File: src/verilog/first_fault_pkg.sv
// Constants and types shared by the first-fault identifier recorder
`default_nettype none
package first_fault_pkg;
   // Flag vector, identifier, register, address and non-volatile address sizes
   localparam int NUM_FLAGS = 15;
   localparam int ID_W      = 4;
   localparam int REG_W     = 8;
   localparam int ADDR_W    = 16;
   localparam int NVM_AW    = 8;

   // Register addresses on the extended command space
   localparam logic [ADDR_W-1:0] ADDR_CFG  = 16'hFE08;
   localparam logic [ADDR_W-1:0] ADDR_FF_A = 16'hFECA;
   localparam logic [ADDR_W-1:0] ADDR_FF_B = 16'hFECB;

   // Configuration register layout and reset value
   localparam int               CFG_RECORD_BIT = 5;
   localparam logic [REG_W-1:0] CFG_RESET      = 8'h00;

   // Store register layout: current code low, previous code high
   localparam int CUR_LSB  = 0;
   localparam int PREV_LSB = 4;

   // Non-volatile slots holding each channel's store byte
   localparam logic [NVM_AW-1:0] NVM_ADDR_A = 8'h00;
   localparam logic [NVM_AW-1:0] NVM_ADDR_B = 8'h01;

   // Capturable flag positions; lower index wins a tie, code is index plus one
   localparam int FLG_OVERVOLT_A = 0;
   localparam int FLG_OVERVOLT_B = 1;
   localparam int FLG_UNDERVOLT_A = 2;
   localparam int FLG_UNDERVOLT_B = 3;
   localparam int FLG_INPUT_SENSE = 4;
   localparam int FLG_OVERCUR_C = 5;
   localparam int FLG_FASTCUR_A = 6;
   localparam int FLG_FASTCUR_B = 7;
   localparam int FLG_AVGCUR_A = 8;
   localparam int FLG_AVGCUR_B = 9;
   localparam int FLG_OVERTEMP_ONE = 10;
   localparam int FLG_OVERTEMP_TWO = 11;
   localparam int FLG_EXTERNAL = 12;
   localparam int FLG_REVERSE_A = 13;
   localparam int FLG_REVERSE_B = 14;

   // Configured response of a flag
   typedef enum logic [1:0] {
      ACT_NONE    = 2'b00,
      ACT_DIS_A   = 2'b01,
      ACT_DIS_B   = 2'b10,
      ACT_DIS_ALL = 2'b11
   } action_t;

   // Configured resolution after the flag clears
   typedef enum logic [1:0] {
      RES_IMMEDIATE = 2'b00,
      RES_DELAY_SS  = 2'b01,
      RES_SUPPLY_SS = 2'b10,
      RES_SPARE     = 2'b11
   } resolve_t;

   // Non-volatile access sequencer states
   typedef enum logic [1:0] {
      NV_IDLE  = 2'b00,
      NV_LOAD  = 2'b01,
      NV_STORE = 2'b10
   } nvm_state_t;
endpackage
`default_nettype wire

File: src/verilog/fault_id_slot.sv
// One channel's current and previous first-fault identifier store
`timescale 1ns/1ps
`default_nettype none
module fault_id_slot #(
   parameter int NUM_FLAGS = 15,
   parameter int ID_W      = 4
) (
   input  wire logic                 ref_clk,        // System clock
   input  wire logic                 rst,            // Async reset, active high
   input  wire logic                 recordEnable,   // Recording enabled
   input  wire logic                 channelRunning, // Channel outputs enabled
   input  wire logic [NUM_FLAGS-1:0] qualify,        // Flags that shut this channel
   input  wire logic                 loadStrobe,     // Power-on reload pulse
   input  wire logic [ID_W-1:0]      loadId,         // Saved identifier
   output logic      [ID_W-1:0]      curId,          // Current identifier
   output logic      [ID_W-1:0]      prevId,         // Previous identifier
   output logic                      captured        // Capture pulse
);
   logic            armed;
   logic            runningDly;
   logic            doCapture;
   logic            runningRise;
   logic [ID_W-1:0] pickedId;

   // Lowest flag position wins when several assert together
   function automatic logic [ID_W-1:0] pick(input logic [NUM_FLAGS-1:0] v);
      logic [ID_W-1:0] id;
      id = '0;
      for (int i = NUM_FLAGS - 1; i >= 0; i--) begin
         if (v[i]) begin
            id = ID_W'(i + 1);
         end
      end
      return id;
   endfunction

   // Capture decision and chosen code
   assign pickedId    = pick(qualify);
   assign runningRise = channelRunning & ~runningDly;
   assign doCapture   = recordEnable & armed & (|qualify) & ~loadStrobe;

   // Arming: cleared by a capture, set again once the channel restarts
   always_ff @(posedge ref_clk or posedge rst) begin
      if (rst) begin
         armed      <= 1'b1;
         runningDly <= 1'b0;
      end else begin
         runningDly <= channelRunning;
         if (doCapture) begin
            armed <= 1'b0;
         end else if (runningRise || loadStrobe) begin
            armed <= 1'b1;
         end
      end
   end

   // Store update: reload or shift on capture, otherwise hold
   always_ff @(posedge ref_clk or posedge rst) begin
      if (rst) begin
         curId    <= '0;
         prevId   <= '0;
         captured <= 1'b0;
      end else begin
         captured <= doCapture;
         if (loadStrobe) begin
            curId  <= loadId;
            prevId <= loadId;
         end else if (doCapture) begin
            prevId <= curId;
            curId  <= pickedId;
         end
      end
   end
endmodule
`default_nettype wire

File: src/verilog/first_fault_recorder.sv
// First-fault identifier recorder for two regulated channels
`timescale 1ns/1ps
`default_nettype none
// Functional notes
// - Separate identifier store for channel A and channel B.
// - A store captures only faults that shut its own channel down.
// - Capture only the earliest flag that disables outputs and restarts with soft start.
// - Flags configured with no action are never captured.
// - Flags that re-enable without soft start are never captured.
// - Store holds current and previous; capture shifts current into previous.
// - Captured identifiers stay held until the next capture or reload; register reads do not clear them.
// - After a capture the store is written to non-volatile memory.
// - On supply-on request the saved identifier fills both current and previous.
// - Further faults while the channel is off change nothing.
// - Flags clearing while the channel stays off leave the store unchanged.
// - Restart does not touch the store but re-arms capture.
// - A qualifying shutdown after restart becomes current, old current becomes previous.
// - Capture only while the recording configuration bit is set.
// - Non-volatile writes only while the same configuration bit is set.
// - Capturable flags: voltage, input sense, current, temperature, external, reverse flags.
// - Actions disable channel A, channel B or all outputs; disable means shutdown.
module first_fault_recorder
   import first_fault_pkg::*;
#(
   parameter int NUM_FLAGS = first_fault_pkg::NUM_FLAGS,
   parameter int ID_W      = first_fault_pkg::ID_W
) (
   input  wire logic                                    ref_clk,              // System clock, 100 MHz
   input  wire logic                                    rst,                  // Async reset, active high
   input  wire logic [NUM_FLAGS-1:0]                    faultFlags,           // Protection flag levels
   input  wire logic [NUM_FLAGS-1:0][1:0]               flagAction,           // Per-flag action code
   input  wire logic [NUM_FLAGS-1:0][1:0]               flagResolve,          // Per-flag resolution code
   input  wire logic                                    chanRunningA,         // Channel A outputs enabled
   input  wire logic                                    chanRunningB,         // Channel B outputs enabled
   input  wire logic                                    supplyOnRequestChanA, // Supply-on pin, channel A
   input  wire logic                                    supplyOnRequestChanB, // Supply-on pin, channel B
   input  wire logic [first_fault_pkg::ADDR_W-1:0]      regAddr,              // Register address
   input  wire logic                                    regRd,                // Read strobe
   input  wire logic                                    regWr,                // Write strobe
   input  wire logic [first_fault_pkg::REG_W-1:0]       regWrData,            // Write data
   output logic      [first_fault_pkg::REG_W-1:0]       regRdData,            // Read data
   output logic                                         regRdValid,           // Read data valid pulse
   output logic                                         nvmReq,               // Non-volatile request
   output logic                                         nvmWe,                // Request is a write
   output logic      [first_fault_pkg::NVM_AW-1:0]      nvmAddr,              // Non-volatile address
   output logic      [first_fault_pkg::REG_W-1:0]       nvmWrData,            // Non-volatile write data
   input  wire logic                                    nvmAck,               // Request done pulse
   input  wire logic [first_fault_pkg::REG_W-1:0]       nvmRdData             // Read data with ack
);
   import first_fault_pkg::*;

   // Pin synchronisers and edge detectors
   logic              sonMetaA;
   logic              sonSyncA;
   logic              sonDlyA;
   logic              sonMetaB;
   logic              sonSyncB;
   logic              sonDlyB;
   logic              sonRiseA;
   logic              sonRiseB;

   // Configuration and qualification
   logic [REG_W-1:0]     cfgReg;
   logic                 recordOn;
   logic [NUM_FLAGS-1:0] qualA;
   logic [NUM_FLAGS-1:0] qualB;

   // Channel stores
   logic [ID_W-1:0]   curA;
   logic [ID_W-1:0]   prevA;
   logic [ID_W-1:0]   curB;
   logic [ID_W-1:0]   prevB;
   logic              capA;
   logic              capB;
   logic [REG_W-1:0]  storeA;
   logic [REG_W-1:0]  storeB;
   logic              loadA;
   logic              loadB;
   logic [ID_W-1:0]   loadId;

   // Non-volatile sequencer
   nvm_state_t        nvState;
   nvm_state_t        next_nvState;
   logic              loadPendA;
   logic              loadPendB;
   logic              storePendA;
   logic              storePendB;
   logic              servingB;
   logic              next_servingB;
   logic              startLoad;
   logic              startStore;
   logic              doneLoad;
   logic              doneStore;

   // Register decode
   logic              hitCfg;
   logic              hitA;
   logic              hitB;
   logic [REG_W-1:0]  next_rdData;

   // Supply-on pins cross from outside through two flops
   always_ff @(posedge ref_clk or posedge rst) begin
      if (rst) begin
         sonMetaA <= 1'b0;
         sonSyncA <= 1'b0;
         sonDlyA  <= 1'b0;
         sonMetaB <= 1'b0;
         sonSyncB <= 1'b0;
         sonDlyB  <= 1'b0;
      end else begin
         sonMetaA <= supplyOnRequestChanA;
         sonSyncA <= sonMetaA;
         sonDlyA  <= sonSyncA;
         sonMetaB <= supplyOnRequestChanB;
         sonSyncB <= sonMetaB;
         sonDlyB  <= sonSyncB;
      end
   end

   assign sonRiseA = sonSyncA & ~sonDlyA;
   assign sonRiseB = sonSyncB & ~sonDlyB;

   // Flag qualification per channel, one lane per flag
   genvar g;
   generate
      for (g = 0; g < NUM_FLAGS; g++) begin : gQual
         wire logic softRestart;
         wire logic hitsA;
         wire logic hitsB;
         assign softRestart = (flagResolve[g] != RES_IMMEDIATE);
         assign hitsA = (flagAction[g] == ACT_DIS_A) || (flagAction[g] == ACT_DIS_ALL);
         assign hitsB = (flagAction[g] == ACT_DIS_B) || (flagAction[g] == ACT_DIS_ALL);
         assign qualA[g] = faultFlags[g] & hitsA & softRestart;
         assign qualB[g] = faultFlags[g] & hitsB & softRestart;
      end
   endgenerate

   assign recordOn = cfgReg[CFG_RECORD_BIT];

   // Reload pulses come from the sequencer when a saved byte returns
   assign doneLoad  = (nvState == NV_LOAD) && nvmAck;
   assign doneStore = (nvState == NV_STORE) && nvmAck;
   assign loadA     = doneLoad & ~servingB;
   assign loadB     = doneLoad & servingB;
   assign loadId    = nvmRdData[CUR_LSB +: ID_W];

   // One store per channel
   fault_id_slot #(
      .NUM_FLAGS (NUM_FLAGS),
      .ID_W      (ID_W)
   ) uSlotA (
      .ref_clk        (ref_clk),
      .rst            (rst),
      .recordEnable   (recordOn),
      .channelRunning (chanRunningA),
      .qualify        (qualA),
      .loadStrobe     (loadA),
      .loadId         (loadId),
      .curId          (curA),
      .prevId         (prevA),
      .captured       (capA)
   );

   fault_id_slot #(
      .NUM_FLAGS (NUM_FLAGS),
      .ID_W      (ID_W)
   ) uSlotB (
      .ref_clk        (ref_clk),
      .rst            (rst),
      .recordEnable   (recordOn),
      .channelRunning (chanRunningB),
      .qualify        (qualB),
      .loadStrobe     (loadB),
      .loadId         (loadId),
      .curId          (curB),
      .prevId         (prevB),
      .captured       (capB)
   );

   // Store bytes with current and previous in separate fields
   assign storeA = {prevA, curA};
   assign storeB = {prevB, curB};

   // Pending work; a new event wins over the clear of the same cycle
   always_ff @(posedge ref_clk or posedge rst) begin
      if (rst) begin
         loadPendA  <= 1'b0;
         loadPendB  <= 1'b0;
         storePendA <= 1'b0;
         storePendB <= 1'b0;
      end else begin
         if (sonRiseA) begin
            loadPendA <= 1'b1;
         end else if (startLoad && !next_servingB) begin
            loadPendA <= 1'b0;
         end
         if (sonRiseB) begin
            loadPendB <= 1'b1;
         end else if (startLoad && next_servingB) begin
            loadPendB <= 1'b0;
         end
         if (capA && recordOn) begin
            storePendA <= 1'b1;
         end else if (startStore && !next_servingB) begin
            storePendA <= 1'b0;
         end
         if (capB && recordOn) begin
            storePendB <= 1'b1;
         end else if (startStore && next_servingB) begin
            storePendB <= 1'b0;
         end
      end
   end

   // Sequencer choice: loads before stores, channel A before B
   always_comb begin
      next_nvState  = nvState;
      next_servingB = servingB;
      startLoad     = 1'b0;
      startStore    = 1'b0;
      case (nvState)
         NV_IDLE: begin
            if (loadPendA || loadPendB) begin
               next_nvState  = NV_LOAD;
               next_servingB = ~loadPendA;
               startLoad     = 1'b1;
            end else if (storePendA || storePendB) begin
               next_nvState  = NV_STORE;
               next_servingB = ~storePendA;
               startStore    = 1'b1;
            end
         end
         NV_LOAD: begin
            if (nvmAck) begin
               next_nvState = NV_IDLE;
            end
         end
         NV_STORE: begin
            if (nvmAck) begin
               next_nvState = NV_IDLE;
            end
         end
         default: begin
            next_nvState = NV_IDLE;
         end
      endcase
   end

   // Sequencer state and the request lines held until acknowledge
   always_ff @(posedge ref_clk or posedge rst) begin
      if (rst) begin
         nvState   <= NV_IDLE;
         servingB  <= 1'b0;
         nvmReq    <= 1'b0;
         nvmWe     <= 1'b0;
         nvmAddr   <= NVM_ADDR_A;
         nvmWrData <= '0;
      end else begin
         nvState  <= next_nvState;
         servingB <= next_servingB;
         if (startLoad || startStore) begin
            nvmReq    <= 1'b1;
            nvmWe     <= startStore;
            nvmAddr   <= next_servingB ? NVM_ADDR_B : NVM_ADDR_A;
            nvmWrData <= next_servingB ? storeB : storeA;
         end else if (nvmAck) begin
            nvmReq <= 1'b0;
            nvmWe  <= 1'b0;
         end
      end
   end

   // Register decode and read mux
   assign hitCfg = (regAddr == ADDR_CFG);
   assign hitA   = (regAddr == ADDR_FF_A);
   assign hitB   = (regAddr == ADDR_FF_B);
   assign next_rdData = hitCfg ? cfgReg :
                        hitA   ? storeA :
                        hitB   ? storeB : '0;

   // Configuration write and registered read answer
   always_ff @(posedge ref_clk or posedge rst) begin
      if (rst) begin
         cfgReg     <= CFG_RESET;
         regRdData  <= '0;
         regRdValid <= 1'b0;
      end else begin
         regRdValid <= regRd;
         if (regRd) begin
            regRdData <= next_rdData;
         end
         if (regWr && hitCfg) begin
            cfgReg <= regWrData;
         end
      end
   end
endmodule
`default_nettype wire

File: config.mk
export PLATFORM = sky130hd
export DESIGN_NAME = first_fault_recorder
export DESIGN_NICKNAME = d
export VERILOG_FILES = /design/src/verilog/first_fault_pkg.sv /design/src/verilog/fault_id_slot.sv /design/src/verilog/first_fault_recorder.sv
export SDC_FILE = /design/constraint.sdc
export NUM_CORES = 1
export LEC_CHECK = 0
export BUFFER_PORTS_ARGS = -buffer_cell sky130_fd_sc_hd__buf_2
export CAP_MARGIN = 20
export CELL_PAD_IN_SITES_DETAIL_PLACEMENT = 1
export CELL_PAD_IN_SITES_GLOBAL_PLACEMENT = 1
export CORE_AREA = 5 5 133 97
export CTS_BUF_LIST = sky130_fd_sc_hd__clkbuf_2
export CTS_CLUSTER_DIAMETER = 50
export DETAILED_ROUTE_END_ITERATION = 7
export DIE_AREA = 0 0 138 102
export HOLD_SLACK_MARGIN = 0.05
export PLACE_DENSITY_LB_ADDON = 0.15
export SLEW_MARGIN = 20
export SYNTH_ARGS = -nofsm -noshare
export SYNTH_HDL_FRONTEND = slang
export SYNTH_SLANG_ARGS = --single-unit
File: constraint.sdc
create_clock -name ref_clk -period 2.2 [get_ports ref_clk]
set_input_delay 0.11 -clock ref_clk [delete_from_list [all_inputs] [get_ports ref_clk]]
set_output_delay 0.11 -clock ref_clk [all_outputs]
set_load 0.02 [all_outputs]
==> flow_metrics.py <==
metrics = {
    "synthesis": {
        "ys_warn_count": 0,
        "ys_seq_elements": 63,
        "synth_edf_count": 0,
        "synthArstFlopShare_pct": 100.0,
        "ys.flop_type": "dfrtp_1",
        "yosysSeqAreaShare_pct": 44.37,
        "netlist_instances": 354,
        "yosysUniqueCellTypes": 54,
        "syn_area_per_cell_sq_um": 10.05,
        "syn-cell-area_sq_um": 3558,
    },
    "timing": {
        "worst_slew_pin_slew_ns": 0.5893,
        "fin_crit_sh_pct": 84.73,
        "worst_clock_skew_ns": 0.02145,
        "relSlewSlack_pct": 60.65,
        "tns_ns": 0,
        "slew_violations": 0,
        "layout_min_cycle_time_ns": 1.864,
        "setup_violations": 0,
        "rsz0062_at_grt": "no",
        "timing.fmax_ghz": 0.5365,
        "hold_violations": 0,
    },
    "setup_path": {
        "crit_required_ns": 2.58,
        "startpoint_type": "flip-flop",
        "worstSetupPathType": "flip-flop to flip-flop",
        "worstPathArrival_ns": 2.24,
        "slowest_stage": "dfrtp_1",
        "timing.critical_path.mode_cell": "o21ai_0",
        "cp_max_fo": 10,
        "path_cells": "inv_1, ha_1, a21oi_1, o21ai_0, buf_4, mux2i_1, o21ai_0",
        "max_stage_delay_ns": 0.44,
        "critical_path.endpoint_type": "flip-flop",
    },
    "cts": {
        "htree_levels": 3,
        "cts_made_buffers": 9,
        "clk_path_buf_depth": 2,
        "clk_latency_ns": 0.49,
        "cts.sinks": 63,
        "root_buffer": "clkbuf_2",
        "cts_tree": "done",
        "cts_setup_buffers": 0,
        "clkTransAtPathRegs_ns": 0.18,
    },
    "final_layout": {
        "register_area_sq_um": 1579,
        "layout_common_cells": "buf_2 (131), dfrtp_1 (61), nand2_1 (35)",
        "final_layout_size_suffix_gt1_share_pct": 37.81,
        "final_common_cell": "buf_2",
        "stdcell_count": 678,
        "fillers": 1395,
        "multiInputGateArea_sq_um": 1837,
        "diodes": 0,
        "nets": 635,
        "areaGrowthSynthToFinish_pct": 34.67,
    },
    "floorplan": {
        "rows": 33,
        "die_width_um": 138,
        "coreArea_sq_um": 11480,
        "die-area_sq_um": 14080,
        "initial_core_util_pct": 31.00,
        "die_y_um": 102,
        "ios": 143,
    },
    "placed_design": {
        "portBuffers": 131,
        "gp_congestion": 0.8528,
        "place_hpwl_mm": 9.546,
        "placedCellCount": 636,
    },
    "global_route": {
        "grt.overflow.total": 0,
        "groute.usage.overall_pct": 16.97,
        "antenna_found_initial": 0,
        "grt_pass1_vias": 3621,
        "grt_pass1_wl_mm": 18.69,
        "grt_max_degree": 29,
    },
    "min_path": {
        "min_path_type": "input port to flip-flop",
    },
    "power": {
        "power_leakage_nw": 2.474,
        "max-vdd-ir-drop_mv": 0.3239,
        "p_per_area_nw_per_um2": 835.3,
    },
    "route": {
        "firstDrtPassIters": 4,
        "vias": 3359,
        "via_per_inst": 4.954,
        "wl_per_cell_um": 17.59,
        "drt-total-wl_mm": 11.93,
        "drc_errors": 0,
        "ant_nets": 0,
        "drt_iter0_markers": 135,
    },
    "flow_run": {
        "cap_viol_max_count": 0,
    },
    "run_status": {
        "status": "completed",
    },
}
what timing repair did:
action	in CTS	in global routing
gates resized for setup	0	0
hold endpoints to repair	67	0
hold buffers	27	0
where the power goes:
| part | switching [mW] | total (mW) | internal, mW |
|---|---|---|---|
| clock | 0.415 | 0.898 | 0.483 |
| sequential | 0.227 | 1.66 | 1.43 |
| combinational | 0.847 | 1.45 | 0.598 |
worst max-delay path, delay by kind of cell (launching register included):
| family | cells | cell delay, ns |
|---|---|---|
| adder cells (fa/ha/maj) | 1 | 0.31 |
| AO/OA/AOI/OAI | 3 | 0.39 |
| multiplexers | 1 | 0.31 |
| buffers and inverters | 2 | 0.30 |
| flip-flops | 1 | 0.44 |
area by class of cell:
class	count	share of cell area [%]
well taps	157	4.099
clock buffers	10	1.044
repair buffers	165	20.68
multi-input cells	267	38.33
flip-flops and latches	63	32.95
clock inverters	5	2.037
inverters	11	0.8616
state kept, by name (all words and copies together), names as in the netlist, 2 cells and up:
register and cells:
uSlotA.prevId 4, uSlotB.prevId 4, uSlotA.curId 4, cfgReg 8
regRdData 8, nvmWrData 8, nvState 2, uSlotB.curId 4
stage by stage:
stage	util (%)	hold slack, ns	cell area, sq um	worst slack (ns)	total power, mW
2_1_floorplan	-	0.1414	3581	0.5236	2.535
3_3_place_gp	38.11	0.2109	4374	0.3660	3.056
3_5_place_dp	38.11	0.2198	4374	0.3032	3.118
4_1_cts	41.75	0.06016	4792	0.2947	4.055
5_1_grt	41.75	0.05173	4792	0.1283	4.289
6_report	41.75	0.1074	4792	0.3359	4.003
kinds of logic (layout without fill, tap and decap cells):
logic type,Yosys count,after routing,share of synthesized area (%)
simple gates,120,120,18.28
compound gates,110,110,23.45
flops,63,63,44.37
buf+inv,30,191,4.641
mux,28,28,8.439
fa+ha+maj,2,2,0.7031
other cells,1,7,0.1054
per-layer routing:
| layer | share of wire, % | GRT usage, % |
|---|---|---|
| met5 | 0 | 0 |
| met4 | 1.0 | 4.100 |
| met3 | 4.0 | 3.601 |
| met2 | 45 | 27.36 |
| met1 | 50 | 23.61 |
path summary, 6_finish.rpt:
check                              startpoint               to  slack [ns]  depth (start not counted)
max in group asynchronous                 rst     uSlotB.armed        1.34                          4
worst max-delay path               nvState[0]     nvmWrData[4]        0.34                          7
worst max register to register     nvState[0]     nvmWrData[4]        0.34                          7
worst min-delay path            flagAction[1]  uSlotB.curId[1]        0.11                          5
worst min register to register       sonMetaA         sonSyncA        0.37                          0
min in group asynchronous                 rst     regRdData[7]        0.21                          3
Yosys cell counts, types with 5 or more instances:
cell type | n | share of area (%)
a21oi_1 | 26 | 3.7
a22oi_1 | 8 | 1.7
buf_4 | 7 | 1.5
clkbuf_1 | 5 | 0.53
dfrtp_1 | 61 | 43
inv_1 | 11 | 1.2
mux2_2 | 13 | 4.1
mux2i_1 | 12 | 3.4
nand2_1 | 35 | 3.7
nand3_1 | 18 | 2.5
nand3_2 | 6 | 1.7
nand4_1 | 5 | 0.88
nor2_1 | 25 | 2.6
o211a_1 | 17 | 4.8
o211ai_1 | 10 | 2.1
o211ai_2 | 11 | 3.9
o21ai_0 | 20 | 2.8
(Power assumes the default switching activity.)
